**src/logic/cbis_pkg.sv**
```systemverilog
// constants, field layouts and state codes for the card bring-up responder
package cbis_pkg;
   // ----------------------------------------------------------------
   // register map
   // ----------------------------------------------------------------
   localparam logic [3:0] ADDR_CTRL = 4'h0;
   localparam logic [3:0] ADDR_STATUS = 4'h4;
   localparam logic [3:0] ADDR_PATTERN = 4'h8;
   localparam int CTRL_SECTOR_BIT = 0;
   localparam int CTRL_BUSY_LSB = 4;
   localparam logic CTRL_SECTOR_RST = 1'b0;
   localparam logic [3:0] CTRL_BUSY_RST = 4'h8;

   // ----------------------------------------------------------------
   // link timing, counted in bus clock periods
   // ----------------------------------------------------------------
   // outlasts the start-up clocks plus one command frame, so early polls see busy
   localparam logic [7:0] POWERUP_CLKS = 8'h90;
   localparam logic [5:0] NCR_CLKS = 6'h02;
   localparam logic [5:0] CMD_BITS = 6'h30;
   localparam logic [5:0] BLK_COLS = 6'h08;
   localparam logic [5:0] BLK_END = 6'h09;

   // ----------------------------------------------------------------
   // command indices, descriptor byte indices, response fields
   // ----------------------------------------------------------------
   localparam logic [5:0] CMD_OP_COND = 6'h01;
   localparam logic [5:0] CMD_SWITCH = 6'h06;
   localparam logic [5:0] CMD_BUSTEST_R = 6'h0e;
   localparam logic [5:0] CMD_BUSTEST_W = 6'h13;
   localparam logic [1:0] SWITCH_WRITE_BYTE = 2'h3;
   localparam logic [7:0] IDX_TIMING_SELECT = 8'hb9;
   localparam logic [7:0] IDX_BUS_WIDTH = 8'hb7;
   localparam logic [7:0] IDX_POWER_CLASS = 8'hbb;
   localparam logic [23:0] OCR_VOLTAGE = 24'hff8080;
   localparam logic [3:0] R1_STATE_TRAN = 4'h4;
   localparam logic [5:0] R3_RSVD_IDX = 6'h3f;
   localparam logic [6:0] R3_RSVD_CRC = 7'h7f;
   localparam logic [6:0] CRC7_POLY = 7'h09;

   // ----------------------------------------------------------------
   // state codes
   // ----------------------------------------------------------------
   typedef enum logic [2:0] {
      CARD_IDLE = 3'b001,
      CARD_READY = 3'b010,
      CARD_INACTIVE = 3'b100
   } cbis_card_t;

   typedef enum logic [6:0] {
      PH_RX = 7'b0000001,
      PH_DECODE = 7'b0000010,
      PH_WAIT = 7'b0000100,
      PH_TXRSP = 7'b0001000,
      PH_BUSY = 7'b0010000,
      PH_RXBLK = 7'b0100000,
      PH_TXBLK = 7'b1000000
   } cbis_ph_t;
endpackage

```
**src/logic/cbis_card.sv**
```systemverilog
// card-side responder for operating-condition polling, switch busy and bus test
`timescale 1ns/10ps
module cbis_card (
   // clock and reset
   input wire logic i_clk,
   input wire logic i_reset_n,
   // register port
   input wire logic [3:0] i_addr,
   input wire logic [31:0] i_wdata,
   input wire logic i_wr,
   input wire logic i_rd,
   output logic [31:0] o_rdata,
   // card bus pins
   input wire logic i_bus_clk,
   input wire logic i_cmd,
   output logic o_cmd,
   output logic o_cmd_oe,
   input wire logic [7:0] i_dat,
   output logic [7:0] o_dat,
   output logic [7:0] o_dat_oe,
   // applied configuration
   output logic o_timing_select_byte,
   output logic [7:0] o_bus_width
);
   // ----------------------------------------------------------------
   // pin synchronisers and bus clock edges
   // ----------------------------------------------------------------
   logic [2:0] clk_sync;
   logic [1:0] cmd_sync;
   logic [7:0] dat_meta;
   logic [7:0] dat_s;
   always_ff @(posedge i_clk or negedge i_reset_n) begin
      if (!i_reset_n) begin
         // bus clock idles high; a low reset value would fake a rising edge
         clk_sync <= 3'h7;
         cmd_sync <= 2'h3;
         dat_meta <= 8'hff;
         dat_s <= 8'hff;
      end else begin
         clk_sync <= {clk_sync[1:0], i_bus_clk};
         cmd_sync <= {cmd_sync[0], i_cmd};
         dat_meta <= i_dat;
         dat_s <= dat_meta;
      end
   end
   wire bus_rise = clk_sync[1] & ~clk_sync[2];
   wire bus_fall = ~clk_sync[1] & clk_sync[2];
   wire cmd_s = cmd_sync[1];

   // ----------------------------------------------------------------
   // state
   // ----------------------------------------------------------------
   cbis_pkg::cbis_card_t card_state;
   cbis_pkg::cbis_ph_t ph;
   cbis_pkg::cbis_ph_t resp_next;
   cbis_pkg::cbis_ph_t wait_next;
   logic [47:0] rx_sh;
   logic [47:0] tx_sh;
   logic [5:0] cnt;
   logic [7:0] pwr_cnt;
   logic [7:0] pat [0:7];
   logic pend_valid;
   logic [7:0] pend_idx;
   logic [7:0] pend_val;
   logic [7:0] power_class;
   logic ctrl_sector;
   logic [3:0] busy_len;

   function automatic logic [6:0] crc7(input logic [39:0] d);
      logic [6:0] c;
      logic fb;
      c = 7'h00;
      for (int i = 39; i >= 0; i--) begin
         fb = d[i] ^ c[6];
         c = {c[5:0], 1'b0};
         if (fb) begin
            c = c ^ cbis_pkg::CRC7_POLY;
         end
      end
      return c;
   endfunction

   // ----------------------------------------------------------------
   // command decode and response frames
   // ----------------------------------------------------------------
   wire [5:0] cmd_idx = rx_sh[45:40];
   wire [31:0] cmd_arg = rx_sh[39:8];
   wire frame_ok = ~rx_sh[47] & rx_sh[46];
   wire pwr_done = (pwr_cnt == cbis_pkg::POWERUP_CLKS);
   wire volt_ok = |(cmd_arg[23:0] & cbis_pkg::OCR_VOLTAGE);
   wire is_ready = (card_state == cbis_pkg::CARD_READY);
   wire is_op_cond = frame_ok && cmd_idx == cbis_pkg::CMD_OP_COND
                     && card_state != cbis_pkg::CARD_INACTIVE;
   wire is_switch = frame_ok && is_ready && cmd_idx == cbis_pkg::CMD_SWITCH;
   wire is_test_w = frame_ok && is_ready && cmd_idx == cbis_pkg::CMD_BUSTEST_W;
   wire is_test_r = frame_ok && is_ready && cmd_idx == cbis_pkg::CMD_BUSTEST_R;
   wire [31:0] ocr = {pwr_done, ctrl_sector, 6'h00, cbis_pkg::OCR_VOLTAGE};
   wire [47:0] r3_frame = {2'b00, cbis_pkg::R3_RSVD_IDX, ocr, cbis_pkg::R3_RSVD_CRC, 1'b1};
   wire [39:0] r1_head = {2'b00, cmd_idx, 19'h0, cbis_pkg::R1_STATE_TRAN, 9'h0};
   wire [47:0] r1_frame = {r1_head, crc7(r1_head), 1'b1};
   wire [2:0] col_idx = cnt[2:0] - 3'h1;
   wire busy_end = (ph == cbis_pkg::PH_BUSY) && bus_fall && cnt == {2'h0, busy_len};
   wire pend_write = cmd_arg[25:24] == cbis_pkg::SWITCH_WRITE_BYTE;

   // power-up progress counted on rising bus clock edges seen since reset
   always_ff @(posedge i_clk or negedge i_reset_n) begin
      if (!i_reset_n) begin
         pwr_cnt <= 8'h00;
      end else if (bus_rise && !pwr_done) begin
         pwr_cnt <= pwr_cnt + 8'h01;
      end
   end

   // ----------------------------------------------------------------
   // link sequencer
   // ----------------------------------------------------------------
   always_ff @(posedge i_clk or negedge i_reset_n) begin
      if (!i_reset_n) begin
         card_state <= cbis_pkg::CARD_IDLE;
         ph <= cbis_pkg::PH_RX;
         resp_next <= cbis_pkg::PH_RX;
         wait_next <= cbis_pkg::PH_TXRSP;
         rx_sh <= 48'h0;
         tx_sh <= 48'h0;
         cnt <= 6'h00;
         o_cmd <= 1'b1;
         o_cmd_oe <= 1'b0;
         o_dat <= 8'hff;
         o_dat_oe <= 8'h00;
         pend_valid <= 1'b0;
         pend_idx <= 8'h00;
         pend_val <= 8'h00;
         o_timing_select_byte <= 1'b0;
         o_bus_width <= 8'h00;
         power_class <= 8'h00;
         for (int k = 0; k < 8; k++) begin
            pat[k] <= 8'h00;
         end
      end else begin
         unique case (ph)
            cbis_pkg::PH_RX: begin
               if (bus_rise && (cnt != 6'h00 || !cmd_s)) begin
                  rx_sh <= {rx_sh[46:0], cmd_s};
                  cnt <= (cnt == cbis_pkg::CMD_BITS - 6'h01) ? 6'h00 : cnt + 6'h01;
                  if (cnt == cbis_pkg::CMD_BITS - 6'h01) begin
                     ph <= cbis_pkg::PH_DECODE;
                  end
               end
            end
            cbis_pkg::PH_DECODE: begin
               wait_next <= cbis_pkg::PH_TXRSP;
               resp_next <= cbis_pkg::PH_RX;
               tx_sh <= r1_frame;
               ph <= cbis_pkg::PH_WAIT;
               if (is_op_cond && !volt_ok) begin
                  card_state <= cbis_pkg::CARD_INACTIVE;
                  ph <= cbis_pkg::PH_RX;
               end else if (is_op_cond) begin
                  tx_sh <= r3_frame;
                  if (pwr_done) begin
                     card_state <= cbis_pkg::CARD_READY;
                  end
               end else if (is_switch) begin
                  pend_valid <= pend_write;
                  pend_idx <= cmd_arg[23:16];
                  pend_val <= cmd_arg[15:8];
                  resp_next <= cbis_pkg::PH_BUSY;
               end else if (is_test_w) begin
                  resp_next <= cbis_pkg::PH_RXBLK;
               end else if (is_test_r) begin
                  resp_next <= cbis_pkg::PH_WAIT;
               end else begin
                  ph <= cbis_pkg::PH_RX;
               end
            end
            cbis_pkg::PH_WAIT: begin
               if (bus_fall) begin
                  cnt <= (cnt == cbis_pkg::NCR_CLKS - 6'h01) ? 6'h00 : cnt + 6'h01;
                  if (cnt == cbis_pkg::NCR_CLKS - 6'h01) begin
                     ph <= wait_next;
                  end
               end
            end
            cbis_pkg::PH_TXRSP: begin
               if (bus_fall && cnt == cbis_pkg::CMD_BITS) begin
                  o_cmd_oe <= 1'b0;
                  o_cmd <= 1'b1;
                  cnt <= 6'h00;
                  wait_next <= cbis_pkg::PH_TXBLK;
                  ph <= resp_next;
               end else if (bus_fall) begin
                  o_cmd <= tx_sh[47];
                  o_cmd_oe <= 1'b1;
                  tx_sh <= {tx_sh[46:0], 1'b0};
                  cnt <= cnt + 6'h01;
               end
            end
            cbis_pkg::PH_BUSY: begin
               if (busy_end) begin
                  o_dat_oe[0] <= 1'b0;
                  o_dat[0] <= 1'b1;
                  cnt <= 6'h00;
                  pend_valid <= 1'b0;
                  ph <= cbis_pkg::PH_RX;
                  // configuration takes effect only as busy is released
                  if (pend_valid && pend_idx == cbis_pkg::IDX_TIMING_SELECT) begin
                     o_timing_select_byte <= pend_val[0];
                  end
                  if (pend_valid && pend_idx == cbis_pkg::IDX_BUS_WIDTH) begin
                     o_bus_width <= pend_val;
                  end
                  if (pend_valid && pend_idx == cbis_pkg::IDX_POWER_CLASS) begin
                     power_class <= pend_val;
                  end
               end else if (bus_fall) begin
                  o_dat_oe[0] <= 1'b1;
                  o_dat[0] <= 1'b0;
                  cnt <= cnt + 6'h01;
               end
            end
            cbis_pkg::PH_RXBLK: begin
               // trailing crc and end bits fall into the idle command receiver
               if (bus_rise && (cnt != 6'h00 || !dat_s[0])) begin
                  if (cnt != 6'h00) begin
                     pat[col_idx] <= dat_s;
                  end
                  cnt <= (cnt == cbis_pkg::BLK_COLS) ? 6'h00 : cnt + 6'h01;
                  if (cnt == cbis_pkg::BLK_COLS) begin
                     ph <= cbis_pkg::PH_RX;
                  end
               end
            end
            cbis_pkg::PH_TXBLK: begin
               if (bus_fall) begin
                  o_dat_oe <= 8'hff;
                  cnt <= cnt + 6'h01;
                  if (cnt == 6'h00) begin
                     o_dat <= 8'h00;
                  end else if (cnt <= cbis_pkg::BLK_COLS) begin
                     o_dat <= ~pat[col_idx];
                  end else if (cnt == cbis_pkg::BLK_END) begin
                     o_dat <= 8'hff;
                  end else begin
                     o_dat_oe <= 8'h00;
                     cnt <= 6'h00;
                     ph <= cbis_pkg::PH_RX;
                  end
               end
            end
            default: begin
               ph <= cbis_pkg::PH_RX;
            end
         endcase
      end
   end

   // ----------------------------------------------------------------
   // register port
   // ----------------------------------------------------------------
   wire wr_ctrl = i_wr && i_addr == cbis_pkg::ADDR_CTRL;
   wire [31:0] ctrl_word = {24'h0, busy_len, 3'h0, ctrl_sector};
   wire [31:0] status_word = {8'h0, power_class, o_bus_width, 3'h0, o_timing_select_byte,
                              pwr_done, card_state};
   wire [31:0] pattern_word = {pat[3], pat[2], pat[1], pat[0]};
   wire [31:0] rd_mux = (i_addr == cbis_pkg::ADDR_CTRL) ? ctrl_word :
                        (i_addr == cbis_pkg::ADDR_STATUS) ? status_word :
                        (i_addr == cbis_pkg::ADDR_PATTERN) ? pattern_word : 32'h0;
   always_ff @(posedge i_clk or negedge i_reset_n) begin
      if (!i_reset_n) begin
         ctrl_sector <= cbis_pkg::CTRL_SECTOR_RST;
         busy_len <= cbis_pkg::CTRL_BUSY_RST;
         o_rdata <= 32'h0;
      end else begin
         if (wr_ctrl) begin
            ctrl_sector <= i_wdata[cbis_pkg::CTRL_SECTOR_BIT];
            busy_len <= i_wdata[cbis_pkg::CTRL_BUSY_LSB +: 4];
         end
         o_rdata <= i_rd ? rd_mux : 32'h0;
      end
   end
endmodule

```
**config.mk**
```make
export PLATFORM = sky130hd
export DESIGN_NAME = cbis_card
export DESIGN_NICKNAME = d
export VERILOG_FILES = /design/src/logic/cbis_pkg.sv /design/src/logic/cbis_card.sv
export SDC_FILE = /design/constraint.sdc
export NUM_CORES = 1
export LEC_CHECK = 0
export BUFFER_PORTS_ARGS = -buffer_cell sky130_fd_sc_hd__buf_4
export CAP_MARGIN = 20
export CORE_MARGIN = 2
export CORE_UTILIZATION = 55
export CTS_BUF_LIST = sky130_fd_sc_hd__clkbuf_8
export DETAILED_ROUTE_END_ITERATION = 16
export GPL_TIMING_DRIVEN = 1
export HOLD_SLACK_MARGIN = 0.15
export PLACE_DENSITY = 0.71
export SLEW_MARGIN = 20
export SYNTH_ARGS = -nofsm -noshare
export SYNTH_HDL_FRONTEND = slang
export SYNTH_SLANG_ARGS = --single-unit
```
**constraint.sdc**
```tcl
create_clock -name i_clk -period 3.15 [get_ports i_clk]
set_clock_uncertainty 0.2 [all_clocks]
set_input_delay 0.1575 -clock i_clk [delete_from_list [all_inputs] [get_ports i_clk]]
set_output_delay 0.1575 -clock i_clk [all_outputs]
set_load 0.1 [all_outputs]
```
==> results of run 1 <==
-- registers in the layout (all words and copies together) (netlist names), 3 cells and up --
name / cells
clk_sync: 3
rx_sh: 48
busy_len: 4
o_rdata: 32
ph: 7
card_state: 3
cnt: 6
pat: 64
pwr_cnt: 8
power_class: 8
dat_meta: 8
resp_next: 4
pend_idx: 8
dat_s: 8
o_dat: 8
o_bus_width: 8
pend_val: 8
tx_sh: 48
-- stage by stage --
step | setup slack (ns) | area (µm²) | utilization (%)
4_1_cts | 0.327 | 15400 | 66.3
6_report | 0.297 | 15400 | 66.3
3_5_place_dp | 0.342 | 14000 | 60.1
3_3_place_gp | 0.394 | 14000 | 60.1
5_1_grt | 0.136 | 15400 | 66.3
2_1_floorplan | 0.295 | 12900 | -
-- per-layer routing --
metal | share of wire (%) | vias to the layer above
met5 | 0 | -
met4 | 2.4 | 0
met3 | 6.1 | 61
met2 | 47 | 291
met1 | 45 | 4537
li1 | - | 4227
-- cell usage after synthesis, types with 4 or more instances --
master / instances
buf_1: 5
clkbuf_1: 31
nor4_1: 4
and2_1: 5
buf_2: 22
dfstp_2: 35
nand2_1: 117
a22oi_1: 25
or3_1: 4
xor2_1: 8
a21oi_1: 26
xnor2_1: 22
o211ai_1: 4
and3_1: 18
nor2_2: 7
nand2b_1: 10
dfrtp_1: 259
nand4_1: 10
o22ai_1: 19
o31ai_1: 6
mux2_2: 148
o21ai_0: 59
a31oi_1: 16
mux4_2: 5
inv_1: 12
nor3_1: 12
mux2i_1: 9
nor2b_1: 10
nand3_1: 25
nor2_1: 82
buf_4: 6
ha_1: 9
-- cells by family (layout without fill, tap and decap cells) --
logic type / Yosys count / after routing / share of synthesized area [%]
adders and majority gates: 9 / 9 / 0.872
and+or+nand+nor: 333 / 333 / 13.0
xor gates and xnor gates: 30 / 30 / 2.03
DFF: 294 / 294 / 57.3
buffers and inverters: 77 / 261 / 2.63
muxes: 163 / 163 / 14.6
AOI/OAI and AO/OA: 193 / 193 / 9.65
-- worst register-to-register path, cell delays in order, from the launching register on --
cell	delay (ns)
dfrtp_1	0.47
clkinv_1	0.13
buf_4	0.19
ha_1	0.24
xor2_1	0.19
buf_4	0.31
mux2i_1	0.13
mux4_2	0.47
o211ai_1	0.29
a41oi_1	0.15
-- final cells by class --
cell class | instances | share of cell area (%)
inverters | 13 | 0.316
multi-input cells | 728 | 33.6
clock buffers | 67 | 5.98
clock inverters | 22 | 0.689
repair buffers | 159 | 8.89
well taps | 319 | 2.59
flip-flops and latches | 294 | 48.0
-- final timing paths --
kind,from,end
min,dat_meta[3],dat_s[3]
max in group asynchronous,i_reset_n,cmd_sync[0]
max,cnt[0],o_dat[0]
max reg2reg,cnt[0],o_dat[0]
min in group asynchronous,i_reset_n,tx_sh[12]
min reg2reg,dat_meta[3],dat_s[3]
-- where the power goes --
group          switching (µW)  internal [µW]
sequential                177           3970
combinational            1110            769
clock                    1510           1890
==> run_results.csv, run 1 <==
group,metric,value,unit
setup_path,cp-start-kind,"flip-flop",
synthesis,yosysUniqueCellTypes,75,
synthesis,syn_avg_cell_area,11.8,µm²
timing,setup_viol,0,
global_routing,grt.met1_usage,35.8,%
clock_network,post-cts-setup-buffers,0,
clock_network,cts.path.max_buffers,3,
synthesis,syn_nets,1158,
placement,gp_congestion,0.857,
pwr,power,9430,µW
synthesis,yosys-top-cells-area,"dfrtp_1 (50%), mux2_2 (13%), dfstp_2 (7.1%)",
pwr,p_leak,0.00730,µW
clock_network,cts_buffers,49,
clock_network,hold_buffers,43,
setup_path,crit_arrival,3.11,ns
synthesis,synth_cells,1099,
finish,n_fill_cell,1857,
synthesis,syn_area,12900,µm²
route,drt_first_iter_violations,646,
synthesis,ys_ff_latch,294,
route,dr.pass1.iters,7,
setup_path,cp.depth,9,
synthesis,synth-edff-count,0,
synthesis,ys_seq_area_share,57.3,%
timing,hold_ws,0.150,ns
finish,final_cell_mix,"dfrtp_1 (259), mux2_2 (148), nand2_1 (117)",
setup_path,crit_path_frequent_cell,"buf_4",
finish,drive_gt1_share,31.5,%
global_routing,grt_pass1_wl,48100,µm
floorplan,row_count,56,
route,routed_wl,29500,µm
global_routing,grt_pass1_vias,9050,
finish,final_common_cell,"dfrtp_1",
finish,syn2layout_area_growth,19.5,%
timing,setup-tns-final,0,ns
min_path,hold_class,"reg2reg",
flow_run,cap_violations,0,
floorplan,fp.dieArea,24700,µm²
clock_network,cts_tree,"built",
timing,slew_violations,0,
floorplan,io_pins,109,
setup_path,worst-path-buf-inv,3,
min_path,holdPathStages,0,
timing,clock.fmax,351,MHz
global_routing,grt.overflow.total,0,
global_routing,top_usage_layer,"met2",
setup_path,path_cells,"clkinv_1 -> buf_4 -> ha_1 -> xor2_1 -> buf_4 -> mux2i_1 -> mux4_2 -> o211ai_1 -> a41oi_1",
placement,place_hpwl,19900,µm
clock_network,clock_latency,0.58,ns
finish,layoutNonFillerInstCount,1602,
floorplan,die_h,157,µm
clock_network,clkSinkCount,294,
global_routing,grtUsageTotal,24.8,%
synthesis,synth_top_area_share,50.2,%
setup_path,critPathSlowestCell,"dfrtp_1",
global_routing,grt_max_degree,95,
timing,fin_crit,2.85,ns
clock_network,htreeDepth,2,
floorplan,start_util,55.5,%
finish,regArea,7400,µm²
placement,place.port_buffers,81,
setup_path,regToRegSetupSlack,0.30,ns
setup_path,crit_type,"reg2reg",
setup_path,critPathMaxStageDelay,0.47,ns
route,ant_nets,0,
setup_path,endpoint_kind,"flip-flop",
setup_path,path_delay_family,"buffers and inverters",
route,via_count,9116,
floorplan,coreArea,23300,µm²
global_routing,grt_use_met2,38.7,%
global_routing,grtUsageMet3,4.21,%
timing,tightestPinTransition,0.728,ns
setup_path,r2r_cells,9,
timing,fin_crit_sh,90.6,%
pwr,peakVddDrop,0.348,mV
finish,nets,1304,
timing,final_hold_viol_count,0,
route,drc,0,
finish,n_antenna_cell,0,
timing,max_slew_margin,51.5,%
clock_network,clk_pin_slew,0.07,ns
synthesis,ys_warn_count,0,
synthesis,synth_top_area_cell,"dfrtp_1",
setup_path,critical_path.max_fanout,20,
clock_network,cts.root.buffer_cell,"clkbuf_8",
synthesis,synth_flop_cell,"dfrtp_1",
clock_network,cts_resized,0,
floorplan,dieWidth,157,µm
timing,rsz0062_at_grt,"no",
pwr,power.density,611,nW/µm²
setup_path,required,3.41,ns
global_routing,antenna_found_initial,0,
finish,multi_input_area,5180,µm²
outcome,outcome,"finished clean",
synthesis,ys_async_sr_fraction,100,%
route,wire_per_inst,18.4,µm
route,viasPerCell,5.69,
placement,numPlacedInstances,1470,
Power figures use the tool's default switching activity.
==> run 2: changes to the inputs <==
CORE_MARGIN = default   (was 2)
RECOVER_POWER = 100   (was default)
==> run_results.csv, run 2 (synthesis gave the netlist of run 1 again) <==
group,metric,value,unit
finish,drive_gt1_share,25.3,%
global_routing,grt.overflow.total,0,
route,drt_first_iter_violations,552,
pwr,p_leak,0.00696,µW
placement,gp_congestion,0.885,
setup_path,required,3.46,ns
floorplan,coreArea,22800,µm²
finish,nets,1300,
global_routing,antenna_found_initial,0,
finish,regMostFlops,"pat",
finish,top_regs,"pat (64), rx_sh (48), tx_sh (48)",
min_path,hold_class,"reg2reg",
clock_network,hold_buffers,44,
placement,dpl-instance-area,13900,µm²
floorplan,fp.dieArea,24100,µm²
route,viasPerCell,5.71,
timing,clock.fmax,337,MHz
global_routing,grtUsageTotal,26.0,%
placement,place.port_buffers,81,
route,via_count,9095,
finish,largest_register_ff_count,64,
floorplan,dieWidth,155,µm
setup_path,endpoint_kind,"flip-flop",
timing,setup-tns-final,0,ns
floorplan,start_util,56.5,%
setup_path,crit_type,"in2reg",
timing,fin_crit,2.97,ns
setup_path,critical_path.max_fanout,30,
pwr,peakVddDrop,0.481,mV
finish,syn2layout_area_growth,16.0,%
global_routing,grt_pass1_vias,9077,
clock_network,cts_tree,"built",
placement,place_hpwl,19600,µm
timing,fin_crit_sh,94.3,%
route,wire_per_inst,18.7,µm
route,routed_wl,29700,µm
floorplan,io_pins,109,
route,ant_nets,0,
setup_path,cp-start-kind,"input pin",
finish,n_antenna_cell,0,
finish,final_cell_area,15000,µm²
global_routing,grt_pass1_wl,48900,µm
timing,final_hold_viol_count,0,
timing,rsz0062_at_grt,"no",
floorplan,row_count,55,
global_routing,grt_max_degree,93,
pwr,power.density,618,nW/µm²
outcome,outcome,"finished clean",
finish,final_cell_mix,"dfrtp_1 (259), mux2_2 (148), nand2_1 (117)",
setup_path,crit_arrival,3.28,ns
clock_network,cts_resized,0,
clock_network,cts_buffers,47,
route,dr.pass1.iters,5,
finish,final_common_cell,"dfrtp_1",
clock_network,clkSinkCount,294,
timing,max_slew_margin,18.6,%
clock_network,cts.path.max_buffers,3,
floorplan,die_h,155,µm
flow_run,cap_violations,0,
clock_network,clk_pin_slew,0.06,ns
clock_network,cts.root.buffer_cell,"clkbuf_8",
clock_network,clock_latency,0.57,ns
clock_network,htreeDepth,2,
timing,tightestPinTransition,1.22,ns
clock_network,post-cts-setup-buffers,0,
timing,setup_viol,0,
route,drc,0,
timing,slew_violations,0,
run 2: cell types whose count changed in the layout (fill, tap and decap cells not counted), moves of 3 or more:
cell	change
clkbuf_4	+12
clkbuf_8	-9
clkinv_2	+3
buf_12	-5
clkbuf_1	+65
nor2_1	+3
buf_4	-77
inv_1	+3
nor2_2	-3
clkbuf_2	+4
run 2: worst max-delay path, stage by stage:
cell	delay (ns)
dlygate4sd3_1	0.56
buf_4	0.17
nor4b_1	0.29
dlygate4sd3_1	0.60
clkbuf_2	0.57
a22oi_1	0.23
nor2b_1	0.15
dlygate4sd3_1	0.55
run 2: cell type report:
cell class,count,area (µm²)
fill,1880,7860
sequential,294,7400
multi-input combinational,728,5150
timing repair buffer,157,1030
clock buffer,58,798
tap,313,392
clock inverter,29,164
inverter,13,48.8
run 2: where the power goes:
| group | internal, µW | leakage, µW | switching (µW) |
|---|---|---|---|
| combinational | 736 | 0.00245 | 1110 |
| clock | 1760 | 0.000569 | 1520 |
| sequential | 3960 | 0.00394 | 164 |
run 2: through the flow:
step	std cells	hold WS, ns	setup slack, ns	util, %	power [µW]
floorplan	1099	-0.338	0.295	-	5370
global placement	1461	-0.0957	0.455	60.9	5960
detailed placement	1461	-0.0946	0.408	60.9	5980
CTS	1592	0.153	0.387	67.1	9360
global route	1592	0.152	0.0772	65.6	9720
finish	1592	0.152	0.181	65.6	9250
run 2: routing by layer:
| metal | track usage, % | vias to the layer above | share of wire (%) |
|---|---|---|---|
| met5 | 0 | - | 0 |
| met4 | 9.20 | 0 | 2.3 |
| met3 | 4.35 | 54 | 5.4 |
| met2 | 39.0 | 240 | 45 |
| met1 | 38.5 | 4578 | 47 |
| li1 | - | 4223 | - |
run 2: path summary, 6_finish.rpt:
kind	start	end	slack [ns]	cells past startpoint
worst max-delay path	i_addr[2]	o_rdata[5]	0.18	8
worst min-delay path	dat_meta[1]	dat_s[1]	0.15	0
worst max register to register	cnt[1]	pat[14]	0.22	8
worst min register to register	dat_meta[1]	dat_s[1]	0.15	0
max in group asynchronous	i_reset_n	pat[11]	0.57	4
min in group asynchronous	i_reset_n	card_state[0]	0.82	3
